[src/mcw_pkg.sv]
// package of constants and types for the modem calibration and watchdog block
package mcw_pkg;
  localparam int unsigned CLK_HZ = 50_000_000;
  localparam int unsigned LS_PTT_LIMIT_S = 150;
  localparam int unsigned HS_PTT_LIMIT_S = 30;
  localparam longint LS_PTT_CYC = longint'(LS_PTT_LIMIT_S) * CLK_HZ;
  localparam longint HS_PTT_CYC = longint'(HS_PTT_LIMIT_S) * CLK_HZ;
  localparam int unsigned CPU_WDOG_MS = 1000;
  localparam longint CPU_WDOG_CYC = longint'(CPU_WDOG_MS) * (CLK_HZ / 1000);
  localparam int unsigned RESET_PULSE_CYC = 16;
  localparam logic [7:0] LS_LEVEL_RST = 8'h64;
  localparam logic [7:0] HS_LEVEL_RST = 8'h40;
  localparam logic [7:0] EQ_RST = 8'h80;
  localparam logic [7:0] LEVEL_MAX = 8'hFF;
  localparam logic [7:0] LEVEL_MIN = 8'h00;
  localparam logic [7:0] CH_M = 8'h4D;
  localparam logic [7:0] CH_R = 8'h52;
  localparam logic [7:0] CH_S = 8'h53;
  localparam logic [7:0] CH_T = 8'h54;
  localparam logic [7:0] CH_X = 8'h58;
  localparam logic [7:0] CH_MINUS = 8'h2D;
  localparam logic [7:0] CH_PLUS = 8'h2B;
  localparam logic [7:0] CH_LT = 8'h3C;
  localparam logic [7:0] CH_GT = 8'h3E;
  // register offsets (byte addresses)
  localparam logic [3:0] REG_CTRL = 4'h0;
  localparam logic [3:0] REG_STATUS = 4'h4;
  localparam logic [3:0] REG_LEVEL = 4'h8;
  localparam logic [3:0] REG_MEAS = 4'hC;
  // control field positions
  localparam int CTRL_CAL_BIT = 0;
  localparam int CTRL_HSSEL_BIT = 1;
  localparam int CTRL_EQLOAD_BIT = 2;
  localparam int CTRL_KICK_BIT = 3;
  localparam int CTRL_EQ_LSB = 8;
  typedef enum logic [2:0] {
    TX_IDLE  = 3'b000,
    TX_MARK  = 3'b001,
    TX_SPACE = 3'b010,
    TX_SQ    = 3'b011,
    TX_SCRAM = 3'b100
  } mcw_tx_t;
  typedef struct packed {
    logic       valid;
    logic [7:0] data;
  } mcw_char_t;
  typedef struct packed {
    logic [15:0] spaceCnt;
    logic [15:0] markCnt;
  } mcw_meas_t;
endpackage

[src/mcw_top.sv]
// calibration command interpreter, push-to-talk and processor watchdogs
//
// Added by the designer: the placing of the registers and the Avalon-MM register port.
`timescale 1ns/1ps
`default_nettype none
module mcw_top #(
  parameter longint LS_PTT_CYCLES = mcw_pkg::LS_PTT_CYC,
  parameter longint HS_PTT_CYCLES = mcw_pkg::HS_PTT_CYC,
  parameter longint CPU_WDOG_CYCLES = mcw_pkg::CPU_WDOG_CYC,
  parameter int     SQ_HALF_CYCLES = 2604
) (
  input  wire logic              clk,
  input  wire logic              rst_n,
  input  wire mcw_pkg::mcw_char_t hostChar,
  input  wire logic [3:0]        address,
  input  wire logic              read,
  input  wire logic              write,
  input  wire logic [31:0]       writedata,
  output logic [31:0]            readdata,
  output logic                   waitrequest,
  input  wire logic              lsPttReq,
  input  wire logic              hsPttReq,
  input  wire logic              lsWdogStrapPin,
  input  wire logic              hsWdogStrapPin,
  input  wire logic              rxTonePin,
  input  wire logic              sigQualityPin,
  input  wire logic [7:0]        analog0,
  input  wire logic [7:0]        analog1,
  output logic                   lsPttOut,
  output logic                   hsPttOut,
  output logic                   lsToneMark,
  output logic                   lsToneOn,
  output logic                   hsTxData,
  output logic                   hsTxOn,
  output logic [7:0]             lsLevel,
  output logic [7:0]             hsLevel,
  output logic [7:0]             eqSetting,
  output logic                   statusLed,
  output logic                   unitReset
);
  // ************************************************************
  // input synchronisers
  // ************************************************************
  logic [3:0] syncA_r, syncB_r;
  always_ff @(posedge clk or negedge rst_n) begin
    if (!rst_n) begin
      syncA_r <= 4'h0;
      syncB_r <= 4'h0;
    end else begin
      syncA_r <= {lsWdogStrapPin, hsWdogStrapPin, rxTonePin,
                  sigQualityPin};
      syncB_r <= syncA_r;
    end
  end
  logic lsStrap, hsStrap, rxTone, sigQ;
  assign lsStrap = syncB_r[3];
  assign hsStrap = syncB_r[2];
  assign rxTone  = syncB_r[1];
  assign sigQ    = syncB_r[0];

  // saturating one-step adjust shared by level and equalization counts
  function automatic logic [7:0] stepSat(input logic [7:0] v,
                                         input logic up, input logic dn);
    if (up && v != mcw_pkg::LEVEL_MAX)
      stepSat = v + 8'h01;
    else if (dn && v != mcw_pkg::LEVEL_MIN)
      stepSat = v - 8'h01;
    else
      stepSat = v;
  endfunction

  // ************************************************************
  // register bus and command interpreter state
  // ************************************************************
  logic        calOn_r, calOn_nxt;
  logic        hsSel_r, hsSel_nxt;
  mcw_pkg::mcw_tx_t txMode_r, txMode_nxt;
  logic [7:0]  lsLvl_r, lsLvl_nxt, hsLvl_r, hsLvl_nxt, eq_r, eq_nxt;
  logic        measReq_r, measReq_nxt;
  logic        kick_r, kick_nxt;
  logic        xReset_r, xReset_nxt;
  logic [31:0] rdata_r, rdata_nxt;
  logic        rdValid_r, rdValid_nxt;
  mcw_pkg::mcw_meas_t meas_r;
  logic        measDone_r;
  logic [7:0]  ch;
  logic        txActive;

  // reads take one wait state so that readdata comes from a flip-flop
  // and already stands at the edge where waitrequest is seen low
  assign waitrequest = read && !rdValid_r;
  assign ch = hostChar.data;
  assign txActive = (txMode_r != mcw_pkg::TX_IDLE);

  always_comb begin
    calOn_nxt = calOn_r;
    hsSel_nxt = hsSel_r;
    txMode_nxt = txMode_r;
    lsLvl_nxt = lsLvl_r;
    hsLvl_nxt = hsLvl_r;
    eq_nxt = eq_r;
    measReq_nxt = 1'b0;
    kick_nxt = 1'b0;
    xReset_nxt = 1'b0;
    rdata_nxt = rdata_r;
    rdValid_nxt = read && !rdValid_r;
    if (write) begin
      unique case (address)
        mcw_pkg::REG_CTRL: begin
          calOn_nxt = writedata[mcw_pkg::CTRL_CAL_BIT];
          hsSel_nxt = writedata[mcw_pkg::CTRL_HSSEL_BIT];
          kick_nxt = writedata[mcw_pkg::CTRL_KICK_BIT];
          if (writedata[mcw_pkg::CTRL_EQLOAD_BIT])
            eq_nxt = writedata[mcw_pkg::CTRL_EQ_LSB +: 8];
          if (!writedata[mcw_pkg::CTRL_CAL_BIT])
            txMode_nxt = mcw_pkg::TX_IDLE;
        end
        mcw_pkg::REG_LEVEL: begin
          lsLvl_nxt = writedata[7:0];
          hsLvl_nxt = writedata[15:8];
        end
        default: begin
        end
      endcase
    end
    if (read && !rdValid_r) begin
      unique case (address)
        mcw_pkg::REG_CTRL:
          rdata_nxt = {16'h0000, eq_r, 4'h0, 1'b0, 1'b0, hsSel_r, calOn_r};
        mcw_pkg::REG_STATUS:
          rdata_nxt = {analog1, analog0, 8'h00, measDone_r,
                       sigQ, hsStrap, lsStrap, txMode_r, calOn_r};
        mcw_pkg::REG_LEVEL:
          rdata_nxt = {16'h0000, hsLvl_r, lsLvl_r};
        mcw_pkg::REG_MEAS:
          rdata_nxt = meas_r;
        default:
          rdata_nxt = 32'h0000_0000;
      endcase
    end
    // any key stops a running test signal, adjust keys keep it going;
    // a keystroke wins over a bus write in the same cycle
    if (calOn_r && hostChar.valid) begin
      txMode_nxt = mcw_pkg::TX_IDLE;
      if (!hsSel_r) begin
        unique case (ch)
          mcw_pkg::CH_M: txMode_nxt = mcw_pkg::TX_MARK;
          mcw_pkg::CH_S: txMode_nxt = mcw_pkg::TX_SPACE;
          mcw_pkg::CH_T: txMode_nxt = mcw_pkg::TX_SQ;
          mcw_pkg::CH_R: measReq_nxt = 1'b1;
          mcw_pkg::CH_X: begin
            calOn_nxt = 1'b0;
            xReset_nxt = 1'b1;
          end
          mcw_pkg::CH_MINUS, mcw_pkg::CH_PLUS: begin
            txMode_nxt = txMode_r;
            if (txActive)
              lsLvl_nxt = stepSat(lsLvl_r, ch == mcw_pkg::CH_PLUS,
                                  ch == mcw_pkg::CH_MINUS);
          end
          default: begin
          end
        endcase
      end else begin
        unique case (ch)
          mcw_pkg::CH_S: txMode_nxt = mcw_pkg::TX_SCRAM;
          mcw_pkg::CH_T: txMode_nxt = mcw_pkg::TX_SQ;
          mcw_pkg::CH_X: calOn_nxt = 1'b0;
          mcw_pkg::CH_LT, mcw_pkg::CH_GT: begin
            txMode_nxt = txMode_r;
            eq_nxt = stepSat(eq_r, ch == mcw_pkg::CH_GT,
                             ch == mcw_pkg::CH_LT);
          end
          mcw_pkg::CH_MINUS, mcw_pkg::CH_PLUS: begin
            txMode_nxt = txMode_r;
            if (txActive)
              hsLvl_nxt = stepSat(hsLvl_r, ch == mcw_pkg::CH_PLUS,
                                  ch == mcw_pkg::CH_MINUS);
          end
          default: begin
          end
        endcase
      end
    end
  end

  always_ff @(posedge clk or negedge rst_n) begin
    if (!rst_n) begin
      calOn_r <= 1'b0;
      hsSel_r <= 1'b0;
      txMode_r <= mcw_pkg::TX_IDLE;
      lsLvl_r <= mcw_pkg::LS_LEVEL_RST;
      hsLvl_r <= mcw_pkg::HS_LEVEL_RST;
      eq_r <= mcw_pkg::EQ_RST;
      measReq_r <= 1'b0;
      kick_r <= 1'b0;
      xReset_r <= 1'b0;
      rdata_r <= 32'h0000_0000;
      rdValid_r <= 1'b0;
    end else begin
      calOn_r <= calOn_nxt;
      hsSel_r <= hsSel_nxt;
      txMode_r <= txMode_nxt;
      lsLvl_r <= lsLvl_nxt;
      hsLvl_r <= hsLvl_nxt;
      eq_r <= eq_nxt;
      measReq_r <= measReq_nxt;
      kick_r <= kick_nxt;
      xReset_r <= xReset_nxt;
      rdata_r <= rdata_nxt;
      rdValid_r <= rdValid_nxt;
    end
  end
  assign readdata = rdata_r;

  // ************************************************************
  // test signal generators
  // ************************************************************
  logic [15:0] sqCnt_r, sqCnt_nxt;
  logic        sqPh_r, sqPh_nxt;
  logic [14:0] lfsr_r, lfsr_nxt;
  // half-period counter also paces the scrambler, one rate for both
  always_comb begin
    sqPh_nxt = sqPh_r;
    lfsr_nxt = lfsr_r;
    sqCnt_nxt = sqCnt_r + 16'h0001;
    if (sqCnt_r == 16'(SQ_HALF_CYCLES - 1)) begin
      sqCnt_nxt = 16'h0000;
      sqPh_nxt = ~sqPh_r;
      lfsr_nxt = {lfsr_r[13:0], lfsr_r[14] ^ lfsr_r[13]};
    end
  end
  always_ff @(posedge clk or negedge rst_n) begin
    if (!rst_n) begin
      sqCnt_r <= 16'h0000;
      sqPh_r <= 1'b0;
      lfsr_r <= 15'h0001;
    end else begin
      sqCnt_r <= sqCnt_nxt;
      sqPh_r <= sqPh_nxt;
      lfsr_r <= lfsr_nxt;
    end
  end
  logic lsTx, hsTx;
  assign lsTx = txActive && !hsSel_r;
  assign hsTx = txActive && hsSel_r;

  // ************************************************************
  // received square wave measurement
  // ************************************************************
  logic        measBusy_r, measBusy_nxt, measDone_nxt, rxPrev_r;
  logic [1:0]  edges_r, edges_nxt;
  mcw_pkg::mcw_meas_t meas_nxt;
  // window opens at the first rising rx edge and closes at the next,
  // so exactly one received period is split into mark and space
  always_comb begin
    measBusy_nxt = measBusy_r;
    edges_nxt = edges_r;
    meas_nxt = meas_r;
    measDone_nxt = measDone_r;
    if (measReq_r) begin
      measBusy_nxt = 1'b1;
      measDone_nxt = 1'b0;
      edges_nxt = 2'b00;
      meas_nxt = '0;
    end else if (measBusy_r) begin
      if (rxTone && !rxPrev_r)
        edges_nxt = edges_r + 2'b01;
      if (edges_r == 2'b01) begin
        if (rxTone)
          meas_nxt.markCnt = meas_r.markCnt + 16'h0001;
        else
          meas_nxt.spaceCnt = meas_r.spaceCnt + 16'h0001;
      end
      if (edges_r == 2'b10) begin
        measBusy_nxt = 1'b0;
        measDone_nxt = 1'b1;
      end
    end
  end
  always_ff @(posedge clk or negedge rst_n) begin
    if (!rst_n) begin
      measBusy_r <= 1'b0;
      measDone_r <= 1'b0;
      edges_r <= 2'b00;
      meas_r <= '0;
      rxPrev_r <= 1'b0;
    end else begin
      measBusy_r <= measBusy_nxt;
      measDone_r <= measDone_nxt;
      edges_r <= edges_nxt;
      meas_r <= meas_nxt;
      rxPrev_r <= rxTone;
    end
  end

  // ************************************************************
  // push-to-talk and processor watchdogs
  // ************************************************************
  logic [32:0] lsCnt_r, lsCnt_nxt, hsCnt_r, hsCnt_nxt, cpuCnt_r, cpuCnt_nxt;
  logic        lsTrip_r, lsTrip_nxt, hsTrip_r, hsTrip_nxt;
  logic [4:0]  rstCnt_r, rstCnt_nxt;
  logic        lsKey, hsKey;
  assign lsKey = lsPttReq || lsTx;
  assign hsKey = hsPttReq || hsTx;
  // counters clear whenever the key drops, so only continuous keying trips;
  // a trip keeps the key released until the request goes away
  always_comb begin
    lsCnt_nxt = 33'h0_0000_0000;
    hsCnt_nxt = 33'h0_0000_0000;
    lsTrip_nxt = 1'b0;
    hsTrip_nxt = 1'b0;
    if (lsKey && !lsStrap) begin
      lsTrip_nxt = lsTrip_r || (lsCnt_r == 33'(LS_PTT_CYCLES));
      lsCnt_nxt = lsTrip_nxt ? lsCnt_r : lsCnt_r + 33'h0_0000_0001;
    end
    if (hsKey && !hsStrap) begin
      hsTrip_nxt = hsTrip_r || (hsCnt_r == 33'(HS_PTT_CYCLES));
      hsCnt_nxt = hsTrip_nxt ? hsCnt_r : hsCnt_r + 33'h0_0000_0001;
    end
    cpuCnt_nxt = kick_r ? 33'h0_0000_0000 : cpuCnt_r + 33'h0_0000_0001;
    // a new cause during a pulse restarts the pulse
    rstCnt_nxt = (rstCnt_r != 5'h00) ? rstCnt_r - 5'h01 : 5'h00;
    if (cpuCnt_r == 33'(CPU_WDOG_CYCLES) || xReset_r) begin
      cpuCnt_nxt = 33'h0_0000_0000;
      rstCnt_nxt = 5'(mcw_pkg::RESET_PULSE_CYC);
    end
  end
  always_ff @(posedge clk or negedge rst_n) begin
    if (!rst_n) begin
      lsCnt_r <= 33'h0_0000_0000;
      hsCnt_r <= 33'h0_0000_0000;
      cpuCnt_r <= 33'h0_0000_0000;
      lsTrip_r <= 1'b0;
      hsTrip_r <= 1'b0;
      rstCnt_r <= 5'h00;
    end else begin
      lsCnt_r <= lsCnt_nxt;
      hsCnt_r <= hsCnt_nxt;
      cpuCnt_r <= cpuCnt_nxt;
      lsTrip_r <= lsTrip_nxt;
      hsTrip_r <= hsTrip_nxt;
      rstCnt_r <= rstCnt_nxt;
    end
  end

  // ************************************************************
  // registered outputs
  // ************************************************************
  always_ff @(posedge clk or negedge rst_n) begin
    if (!rst_n) begin
      lsPttOut <= 1'b0;
      hsPttOut <= 1'b0;
      lsToneOn <= 1'b0;
      lsToneMark <= 1'b0;
      hsTxOn <= 1'b0;
      hsTxData <= 1'b0;
      statusLed <= 1'b0;
      unitReset <= 1'b0;
    end else begin
      // next trip value used so the cut lands on the limit edge
      lsPttOut <= lsKey && !lsTrip_nxt;
      hsPttOut <= hsKey && !hsTrip_nxt;
      lsToneOn <= lsTx;
      lsToneMark <= (txMode_r == mcw_pkg::TX_MARK) ||
                    (txMode_r == mcw_pkg::TX_SQ && sqPh_r);
      hsTxOn <= hsTx;
      hsTxData <= (txMode_r == mcw_pkg::TX_SCRAM) ? lfsr_r[0] : sqPh_r;
      statusLed <= sigQ;
      unitReset <= (rstCnt_r != 5'h00);
    end
  end
  assign lsLevel = lsLvl_r;
  assign hsLevel = hsLvl_r;
  assign eqSetting = eq_r;
endmodule
`default_nettype wire

[config.mk]
export PLATFORM = sky130hd
export DESIGN_NAME = mcw_top
export DESIGN_NICKNAME = d
export VERILOG_FILES = /design/src/mcw_pkg.sv /design/src/mcw_top.sv
export SDC_FILE = /design/constraint.sdc
export NUM_CORES = 1
export LEC_CHECK = 0
export ABC_CLOCK_PERIOD_IN_PS = 3870
export BUFFER_PORTS_ARGS = -buffer_cell sky130_fd_sc_hd__buf_2
export CAP_MARGIN = 5
export CORE_MARGIN = 1
export CORE_UTILIZATION = 35
export DETAILED_ROUTE_END_ITERATION = 10
export GPL_TIMING_DRIVEN = 0
export PLACE_DENSITY = 0.54
export SYNTH_ARGS = -nofsm -noshare
export SYNTH_HDL_FRONTEND = slang
export SYNTH_SLANG_ARGS = --single-unit
[constraint.sdc]
create_clock -name clk -period 3.87 [get_ports clk]
set_clock_uncertainty 0.2 [all_clocks]
set_input_delay 0.774 -clock clk [delete_from_list [all_inputs] [get_ports clk]]
set_output_delay 0.774 -clock clk [all_outputs]
set_load 0.01 [all_outputs]
==> results of run 1 <==
[per-stage QoR]
| stage | area [um2] | util [%] | setup TNS [ns] | std cells |
|---|---|---|---|---|
| 2_1_floorplan | 13020 | - | 0 | 1324 |
| 3_3_place_gp | 14200 | 38.79 | -776.51 | 1911 |
| 3_5_place_dp | 14270 | 38.97 | -0.3994 | 1913 |
| 4_1_cts | 15230 | 41.60 | 0 | 1969 |
| 5_1_grt | 15240 | 41.62 | 0 | 1972 |
| 6_report | 15240 | 41.63 | 0 | 1973 |
[sequential cells by signal (all words and copies together), names as in the netlist, 2 cells and up]
register / flops
cpuCnt_r: 33
edges_r: 2
eqSetting: 8
hsCnt_r: 33
hsLevel: 8
lfsr_r: 15
lsCnt_r: 33
lsLevel: 8
meas_r: 32
readdata: 32
rstCnt_r: 5
sqCnt_r: 16
syncA_r: 4
syncB_r: 4
txMode_r: 3
[synthesized netlist by cell type, types with 8 or more instances]
library cell | number | area [um2]
a21oi_1 | 31 | 155.2
a221o_1 | 13 | 130.1
a22oi_1 | 30 | 225.2
and2_1 | 17 | 106.4
and3_1 | 20 | 125.1
and4_1 | 8 | 70.07
clkbuf_1 | 40 | 150.1
dfrtp_1 | 250 | 6256
ha_1 | 32 | 400.4
inv_1 | 36 | 135.1
mux2_2 | 29 | 326.6
nand2_1 | 112 | 420.4
nand3_1 | 60 | 300.3
nand4_1 | 39 | 244.0
nor2_1 | 194 | 728.2
nor2b_1 | 13 | 81.33
nor3_1 | 37 | 185.2
nor4_1 | 20 | 125.1
nor4b_1 | 11 | 96.34
o21ai_0 | 58 | 290.3
or3_1 | 20 | 125.1
xnor2_1 | 53 | 464.2
xor2_1 | 90 | 788.3
[worst min-delay path by stage]
stage	start	to	slack, ns	cells past startpoint
final	hsWdogStrapPin	syncA_r[2]	0.12	1
after global routing	hsWdogStrapPin	syncA_r[2]	0.10	1
after CTS	hsWdogStrapPin	syncA_r[2]	0.09	1
after detailed placement	syncA_r[3]	syncB_r[3]	0.14	0
after global placement	syncA_r[2]	syncB_r[2]	0.13	0
after floorplan	syncA_r[0]	syncB_r[0]	0.13	0
[metal layers]
layer | part of all wire, % | vias to the layer above | global-route usage (%)
met5 | 0.062 | - | 0
met4 | 2.7 | 4 | 5.424
met3 | 5.2 | 61 | 3.297
met2 | 45 | 190 | 27.07
met1 | 47 | 4890 | 24.51
li1 | - | 4980 | -
[kinds of logic (layout without fill, tap and decap cells)]
family,count (synthesis),after routing,synth area share (%)
and+or+nand+nor,593,593,22.96
other,0,3,0
AOI/OAI and AO/OA,182,182,9.370
DFF,256,256,49.26
adders and majority gates,35,35,3.536
muxes,34,34,2.893
buffers and inverters,81,259,2.364
xor gates and xnor gates,143,143,9.620
[power groups by stage]
stage	clock network (W)	logic (W)	registers, W
floorplan	0	0.000605	0.00306
finish	0.00273	0.000951	0.00305
global placement	0	0.000937	0.00309
detailed placement	0	0.000965	0.00309
CTS	0.00280	0.000968	0.00305
global route	0.00291	0.00108	0.00308
[final cells by class]
| class | instances | area share, % |
|---|---|---|
| repair buffers | 123 | 4.433 |
| flip-flops and latches | 256 | 42.08 |
| well taps | 468 | 3.842 |
| inverters | 36 | 0.8866 |
| clock inverters | 8 | 0.3038 |
| multi-input cells | 987 | 41.33 |
| diodes | 3 | 0.04926 |
| clock buffers | 47 | 5.944 |
| plain buffers | 45 | 1.133 |
[worst max-delay path, cell delays in order]
cell      delay [ns]
buf_2           0.11
nor3b_2         0.37
and3_1          0.20
buf_2           0.17
o21ai_0         0.30
clkbuf_2        0.28
ha_1            0.30
a21oi_1         0.20
o211ai_1        0.15
o41ai_1         0.37
xor2_1          0.13
a221oi_1        0.27
==> reports/metrics.yaml, run 1 <==
logic_synthesis:
  yosys_register_bits: 256
  synth_flop_cell: "dfrtp_1"
  synth.avg_cell_area_um2: 9.834
  async_reset_ff_share_pct: 100.0
  yosysUniqueCellTypes: 71
  syn_nets: 1430
  synthesis.area_um2: 13020
  synth_edf_count: 0
  ys.warnings.count: 0
  syn_inst: 1324
  seq_area_frac_synth_pct: 49.26
finish:
  layout_common_cells: "dfrtp_1, nor2_1, buf_2, nand2_1, xor2_1"
  drive_above_1_share_pct: 14.91
  fin_nets: 1586
  regArea_um2: 6414
  multiInputGateArea_um2: 6299
  final_common_cell: "dfrtp_1"
  nFillCells: 3646
  syn_to_final_growth_pct: 17.06
placed_design:
  dp_hpwl_um: 23250
  place_ws_ns: -0.1980
  place_congestion: 0.8103
  port_buffers: 119
routing:
  wl_per_cell_um: 16.43
  drt-total-wl_um: 32420
  first_pass_iters: 5
  drc_errors: 0
  drt_iter0_drc: 579
  ant_nets: 0
  viasPerCell: 5.132
  vias: 10125
job:
  max_cap_viol_count: 0
setup_path:
  critPathLaunch: "hostChar[7]"
  endpoint_kind: "flip-flop"
  crit_type: "primary input to flip-flop"
  r2r_setup_slack_ns: 0.49
  cp-start-kind: "primary input"
  worst_ep_arrival_time_ns: 3.63
  regToRegEndpoint: "hsLevel[7]"
  required_ns: 4.11
  timing.rr.start: "hsLevel[0]"
  reg2regPathDepth: 9
  endpoint: "hsLevel[7]"
  path_max_fanout: 6
clock_network:
  clk_latency_ns: 0.55
  cts_buffer_depth: 3
  cts-resized-gates: 0
  cts_buffers: 31
  clk_pin_slew_ns: 0.06
  clock_sinks: 256
  holdBufCountCts: 1
  cts_tree: "yes"
  post_cts_buffers: 0
  htree_levels: 1
  clockRootBuffer: "clkbuf_16"
sta:
  fin_crit_sh_pct: 87.38
  slew_viol_final: 0
  maxSlewHeadroom_pct: 47.68
  fmax_ghz: 0.2957
  final_hold_viol_count: 0
  holdWs_ns: 0.1248
  period_minus_slack_ns: 3.382
  rsz0062_at_grt: "no"
  worst_pin_slew_ns: 0.7739
  fin_ws_ns: 0.4885
  finalSetupViolCount: 0
die:
  dieArea_um2: 37970
  die_y_um: 194.9
  die_w_um: 194.9
  io_pins: 136
  initial_utilization_pct: 35.56
  rows: 70
  core_um2: 36610
grt:
  grt-ovfl-total: 0
  grt_pass1_vias: 10003
  antenna_found_initial: 5
  grt_max_degree: 116
  grt_usage_pct: 17.42
  grt_pass1_wl_um: 53760
power:
  max-vdd-ir-drop_mv: 0.3763
  p_sw_w: 0.001878
  combPwrFrac_pct: 14.1
  leakagePower_nw: 6.764
  pwr-share-seq_pct: 45.3
  pwr_density_cell_nw_per_um2: 441.4
  p_sw_share_pct: 27.91
  p_total_w: 0.006728
  clkPwrFrac_pct: 40.5
  p_int_w: 0.004850
status:
  status: "complete, no violations"
worst_hold_path:
  holdCritPathClass: "primary input to flip-flop"
No activity file was read; power rests on OpenSTA's default activity.
==> run 2: changes to the inputs <==
--- a/config.mk
+++ b/config.mk
@@ -5,7 +5,7 @@
 export SDC_FILE = /design/constraint.sdc
 export NUM_CORES = 1
 export LEC_CHECK = 0
-export ABC_CLOCK_PERIOD_IN_PS = 3870
+export ABC_CLOCK_PERIOD_IN_PS = 3300
 export BUFFER_PORTS_ARGS = -buffer_cell sky130_fd_sc_hd__buf_2
 export CAP_MARGIN = 5
 export CORE_MARGIN = 1
==> constraint.sdc (replaced) <==
create_clock -name clk -period 3.3 [get_ports clk]
set_clock_uncertainty 0.2 [all_clocks]
set_input_delay 0.66 -clock clk [delete_from_list [all_inputs] [get_ports clk]]
set_output_delay 0.66 -clock clk [all_outputs]
set_load 0.01 [all_outputs]
==> reports/metrics.yaml, run 2 (synthesized netlist as in run 1, its figures left out) <==
finish:
  fin_nets: 1586  # unchanged
  drive_above_1_share_pct: 14.89  # was 14.91%
  nFillCells: 3605  # was 3646
  fin_area_um2: 15310  # was 15240 um2
  layout_common_cells: "dfrtp_1, nor2_1, buf_2, nand2_1, xor2_1"  # unchanged
  syn_to_final_growth_pct: 17.62  # was 17.06%
  fin_cells: 1974  # was 1973
  top_regs: "cpuCnt_r x33, hsCnt_r x33, lsCnt_r x33"  # unchanged
  final_common_cell: "dfrtp_1"  # unchanged
routing:
  met2_length_um: 14590  # was 14520 um
  first_pass_iters: 5  # unchanged
  viasPerCell: 5.162  # was 5.132
  ant_nets: 0  # unchanged
  drt-total-wl_um: 32230  # was 32420 um
  vias: 10190  # was 10125
  wl_per_cell_um: 16.33  # was 16.43 um
  highest_layer: "met5"  # unchanged
  drt_iter0_drc: 715  # was 579
  dr_wl_met3_um: 1760  # was 1680 um
  drc_errors: 0  # unchanged
  wl_met1_um: 15080  # was 15320 um
sta:
  period_minus_slack_ns: 3.116
  rsz0062_at_grt: "no"  # unchanged
  finalSetupViolCount: 0  # unchanged
  fin_crit_sh_pct: 94.43
  setup-tns-final_ns: 0  # unchanged
  worst_pin_slew_ns: 0.6685  # was 0.7739 ns
  fmax_ghz: 0.3209
  maxSlewHeadroom_pct: 55.02  # was 47.68%
  slew_viol_final: 0  # unchanged
  holdWs_ns: 0.02666  # was 0.1248 ns
  final_hold_viol_count: 0  # unchanged
setup_path:
  critPathBufInv: 1  # was 3
  endpoint_kind: "flip-flop"  # unchanged
  required_ns: 3.57  # was 4.11 ns
  cp_slowest_cell: "o41ai_1"  # was nor3b_2
  path_max_fanout: 7  # was 6
  cp-start-kind: "primary input"  # unchanged
  reg2regPathDepth: 9  # unchanged
  slowest_delay_ns: 0.55  # was 0.37 ns
  worst_ep_arrival_time_ns: 3.39  # was 3.63 ns
  crit_type: "primary input to flip-flop"  # unchanged
  regToRegEndpoint: "hsLevel[6]"  # was hsLevel[7]
  crit_path_cell_trace: "buf_2 -> nor3b_2 -> nand3_1 -> or2_2 -> ha_1 -> a21oi_1 -> nor2b_1 -> o41ai_1 -> o2bb2ai_1 -> nand2_1 -> nor3_1"  # was buf_2 -> nor3b_2 -> and3_1 -> buf_2 -> o21ai_0 -> clkbuf_2 -> ha_1 -> a21oi_1 -> o211ai_1 -> o41ai_1 -> xor2_1 -> a221oi_1
  crit_family: "simple AND/OR/NAND/NOR gates"  # was compound AO/OA/AOI/OAI gates
  timing.rr.start: "hsLevel[0]"  # unchanged
  r2r_setup_slack_ns: 0.29  # was 0.49 ns
power:
  pwr_density_cell_nw_per_um2: 525.3  # was 441.4 nW/um2
  max-vdd-ir-drop_mv: 0.3987  # was 0.3763 mV
  leakagePower_nw: 6.794  # was 6.764 nW
  p_total_w: 0.008044  # was 0.006728 W
placed_design:
  port_buffers: 119  # unchanged
  place_congestion: 0.8124  # was 0.8103
  dp.cells: 1913  # unchanged
  dp_hpwl_um: 23300  # was 23250 um
  postPlaceCellArea_um2: 14270  # unchanged
job:
  max_cap_viol_count: 0  # unchanged
clock_network:
  clk_latency_ns: 0.55  # about the same
  htree_levels: 1  # unchanged
  cts_tree: "yes"  # unchanged
  cts_buffers: 30  # was 31
  clock_sinks: 256  # unchanged
  post_cts_buffers: 0  # unchanged
  cts_buffer_depth: 3  # unchanged
  clk_pin_slew_ns: 0.06  # about the same
  clockRootBuffer: "clkbuf_16"  # unchanged
grt:
  grt_usage_pct: 17.23  # was 17.42%
  antenna_found_initial: 4  # was 5
  grt_pass1_vias: 9828  # was 10003
  grt_max_degree: 99  # was 116
  grt-ovfl-total: 0  # unchanged
  grt_pass1_wl_um: 52900  # was 53760 um
die:
  die_y_um: 194.9  # unchanged
  rows: 70  # unchanged
  die_w_um: 194.9  # unchanged
  initial_utilization_pct: 35.56  # unchanged
  io_pins: 136  # unchanged
  dieArea_um2: 37970  # unchanged
  core_um2: 36610  # unchanged
status:
  status: "complete, no violations"  # unchanged
worst_hold_path:
  min-delay-start: "rxTonePin"  # was hsWdogStrapPin
  hold_depth: 1  # unchanged
  holdPathEnd: "syncA_r[1]"  # was syncA_r[2]
  holdCritPathClass: "primary input to flip-flop"  # unchanged
[run 2: routing by layer]
metal / global-route usage [%] / up-vias
met4: 4.783 / 4
met3: 3.470 / 49
met2: 27.07 / 180
met5: 0 / -
li1: - / 4990
met1: 24.07 / 4967
[run 2: timing repair]
item,in CTS,in global routing
resized for setup,0,1
setup endpoints to repair,0,2
hold endpoints to repair,68,1
hold buffers,2,1
[run 2: final cells by class]
cell class,instances,area [um2],share of cell area [%]
clock inverters,10,127.6,0.8333
diodes,2,5.005,0.03268
flip-flops and latches,256,6414,41.88
clock buffers,46,882.1,5.760
well taps,468,585.6,3.824
plain buffers,45,172.7,1.127
inverters,36,135.1,0.8824
repair buffers,124,690.7,4.510
multi-input cells,987,6302,41.15
[run 2: worst max path at each step]
stage	start	endpoint	slack, ns	cells after the start
floorplan	hostChar[7]	hsLevel[6]	0.13	11
global placement	rst_n	readdata[17]	-3.55	1
detailed placement	hostChar[7]	hsLevel[6]	-0.45	12
CTS	hsLevel[6]	hsLevel[6]	0.06	9
global route	hostChar[7]	eqSetting[7]	0.05	11
finish	hostChar[7]	eqSetting[7]	0.18	11
[run 2: through the flow]
step,setup slack [ns],utilization (%)
CTS,0.05852,41.78
floorplan,0.1297,-
detailed placement,-0.4498,38.97
global placement,-3.546,38.79
finish,0.1837,41.83
global route,0.04778,41.83
[run 2: where the power goes]
group / internal (W) / switching [W]
registers: 0.00332 / 0.000251
logic: 0.000492 / 0.000636
clock network: 0.00206 / 0.00128
total: 0.00588 / 0.00217
==> run 3: changes to the inputs <==
--- a/config.mk
+++ b/config.mk
@@ -10,6 +10,7 @@
 export CAP_MARGIN = 5
 export CORE_MARGIN = 1
 export CORE_UTILIZATION = 35
+export CTS_BUF_LIST = sky130_fd_sc_hd__clkbuf_4
 export DETAILED_ROUTE_END_ITERATION = 10
 export GPL_TIMING_DRIVEN = 0
 export PLACE_DENSITY = 0.54
==> reports/metrics.yaml, run 3 (synthesized netlist as in run 1, its figures left out) <==
routing:
  ant_nets: 0  # unchanged
  drc_errors: 0  # unchanged
  highest_layer: "met5"  # unchanged
  drt_iter0_drc: 609  # was 715
  wl_per_cell_um: 15.96  # was 16.33 um
  first_pass_iters: 5  # unchanged
  viasPerCell: 5.084  # was 5.162
  dr_wl_met3_um: 1936  # was 1760 um
  drt-total-wl_um: 32840  # was 32230 um
  wl_met1_um: 15180  # was 15080 um
  vias: 10462  # was 10190
  met2_length_um: 14760  # was 14590 um
die:
  die_w_um: 194.9  # unchanged
  initial_utilization_pct: 35.56  # unchanged
  dieArea_um2: 37970  # unchanged
  io_pins: 136  # unchanged
  rows: 70  # unchanged
  core_um2: 36610  # unchanged
  die_y_um: 194.9  # unchanged
grt:
  grt_usage_pct: 17.85  # was 17.23%
  grt-ovfl-total: 0  # unchanged
  grt_pass1_wl_um: 54100  # was 52900 um
  grt_max_degree: 99  # unchanged
  grt_pass1_vias: 10299  # was 9828
  antenna_found_initial: 4  # unchanged
setup_path:
  timing.rr.start: "hsLevel[1]"  # was hsLevel[0]
  cp_slowest_cell: "dfrtp_1"  # was o41ai_1
  required_ns: 3.74  # was 3.57 ns
  crit_type: "flip-flop to flip-flop"  # was primary input to flip-flop
  reg2regPathDepth: 9  # unchanged
  crit_family: "compound AO/OA/AOI/OAI gates"  # was simple AND/OR/NAND/NOR gates
  crit_path_cell_trace: "nand4_1 -> o21ai_2 -> ha_1 -> a211oi_1 -> o21bai_1 -> a21oi_1 -> xor2_1 -> nor2_1 -> a221o_1"  # was buf_2 -> nor3b_2 -> nand3_1 -> or2_2 -> ha_1 -> a21oi_1 -> nor2b_1 -> o41ai_1 -> o2bb2ai_1 -> nand2_1 -> nor3_1
  critPathLaunch: "hsLevel[1]"  # was hostChar[7]
  slowest_delay_ns: 0.54  # was 0.55 ns
  endpoint: "hsLevel[6]"  # was eqSetting[7]
  critPathBufInv: 0  # was 1
  r2r_setup_slack_ns: 0.31  # was 0.29 ns
  endpoint_kind: "flip-flop"  # unchanged
  cp-start-kind: "flip-flop"  # was primary input
  regToRegEndpoint: "hsLevel[6]"  # unchanged
  path_max_fanout: 11  # was 7
  crit_cells: 9  # was 11
  worst_ep_arrival_time_ns: 3.43  # was 3.39 ns
sta:
  slew_viol_final: 0  # unchanged
  maxSlewHeadroom_pct: 54.31  # was 55.02%
  finalSetupViolCount: 0  # unchanged
  final_hold_viol_count: 0  # unchanged
  fmax_ghz: 0.3339  # was 0.3209 GHz
  period_minus_slack_ns: 2.995  # was 3.116 ns
  fin_crit_sh_pct: 90.76  # was 94.43%
  worst_pin_slew_ns: 0.6758  # was 0.6685 ns
  rsz0062_at_grt: "no"  # unchanged
  setup-tns-final_ns: 0  # unchanged
finish:
  fin_area_um2: 15360  # was 15310 um2
  fin_nets: 1648  # was 1586
  top_regs: "cpuCnt_r x33, hsCnt_r x33, lsCnt_r x33"  # unchanged
  drive_above_1_share_pct: 18.40  # was 14.89%
  final_common_cell: "dfrtp_1"  # unchanged
  layout_common_cells: "dfrtp_1, nor2_1, buf_2, nand2_1, clkbuf_4"  # was dfrtp_1, nor2_1, buf_2, nand2_1, xor2_1
  syn_to_final_growth_pct: 18.01  # was 17.62%
clock_network:
  cts_tree: "yes"  # unchanged
  cts_buffer_depth: 3  # unchanged
  post_cts_buffers: 0  # unchanged
  clk_pin_slew_ns: 0.06  # about the same
  htree_levels: 3  # was 1
  cts_buffers: 73  # was 30
  clock_sinks: 256  # unchanged
  clockRootBuffer: "clkbuf_4"  # was clkbuf_16
  clk_latency_ns: 0.71  # was 0.55 ns
placed_design:
  postPlaceCellArea_um2: 14270  # unchanged
  dp_hpwl_um: 23300  # unchanged
  port_buffers: 119  # unchanged
  place_congestion: 0.8124  # unchanged
power:
  leakagePower_nw: 6.913  # was 6.794 nW
  max-vdd-ir-drop_mv: 0.2853  # was 0.3987 mV
  pwr_density_cell_nw_per_um2: 489.5  # was 525.3 nW/um2
status:
  status: "complete, no violations"  # unchanged
job:
  max_cap_viol_count: 0  # unchanged
worst_hold_path:
  holdCritPathClass: "primary input to flip-flop"  # unchanged
[run 3: cell types whose count changed in the layout (fill, tap and decap cells not counted)]
cell | previous run | this run
inv_2 | 0 | 3
clkinv_2 | 6 | 0
clkbuf_8 | 5 | 0
diode_2 | 2 | 3
clkbuf_1 | 50 | 40
clkbuf_16 | 31 | 0
clkinv_1 | 0 | 6
clkinvlp_4 | 1 | 0
dlygate4sd3_1 | 3 | 22
bufinv_16 | 3 | 0
clkbuf_4 | 0 | 111
[run 3: worst min path at each step]
| stage | startpoint | slack [ns] | cells after the start | end |
|---|---|---|---|---|
| finish | analog0[3] | 0.08 | 3 | readdata[19] |
| CTS | writedata[4] | 0.006 | 2 | lsLevel[4] |
| global route | writedata[4] | 0.04 | 2 | lsLevel[4] |
| detailed placement | syncA_r[2] | 0.14 | 0 | syncB_r[2] |
| global placement | syncA_r[2] | 0.13 | 0 | syncB_r[2] |
| floorplan | syncA_r[0] | 0.13 | 0 | syncB_r[0] |
[run 3: worst reg2reg max path: cells and delay by family, from the launching register on]
family | cells | cell delay, ns
flops | 1 | 0.54
xor+xnor | 1 | 0.16
fa+ha+maj | 1 | 0.40
compound gates | 5 | 1.38
simple gates | 2 | 0.24
[run 3: routing by layer]
metal | up-vias | global-route usage [%]
met1 | 5033 | 24.08
li1 | 5142 | -
met4 | 2 | 7.874
met3 | 65 | 4.425
met5 | - | 0
met2 | 220 | 27.12
[run 3: final cells by class]
cell class / instances / area [um2]
clock buffer: 111 / 833.3
buffer: 45 / 172.7
tap: 468 / 585.6
inverter: 36 / 135.1
multi-input combinational: 987 / 6302
timing repair buffer: 143 / 880.8
antenna: 3 / 7.507
clock inverter: 9 / 33.78
fill: 3673 / 21250
sequential: 256 / 6414
[run 3: where the power goes]
group          switching [W]  leakage, nW  internal, W
Combinational       0.000639         2.94     0.000506
Sequential          0.000250         3.44      0.00332
Clock                0.00129        0.533      0.00151
[run 3: repair_timing]
action	in CTS	in global routing
setup endpoints to repair	0	2
hold buffers	22	0
hold endpoints to repair	91	0
gates resized for setup	0	1
[run 3: through the flow]
step / power [W] / cells / setup WS (ns) / utilization (%) / hold slack [ns]
2_1_floorplan: 0.004293 / 1324 / 0.1297 / - / 0.1312
3_3_place_gp: 0.004726 / 1911 / -3.546 / 38.79 / 0.1341
3_5_place_dp: 0.004760 / 1913 / -0.4498 / 38.97 / 0.1365
4_1_cts: 0.007678 / 2055 / 0.03722 / 41.94 / 0.006127
5_1_grt: 0.008006 / 2057 / 0.07988 / 41.96 / 0.03720
6_report: 0.007521 / 2058 / 0.3051 / 41.97 / 0.07647
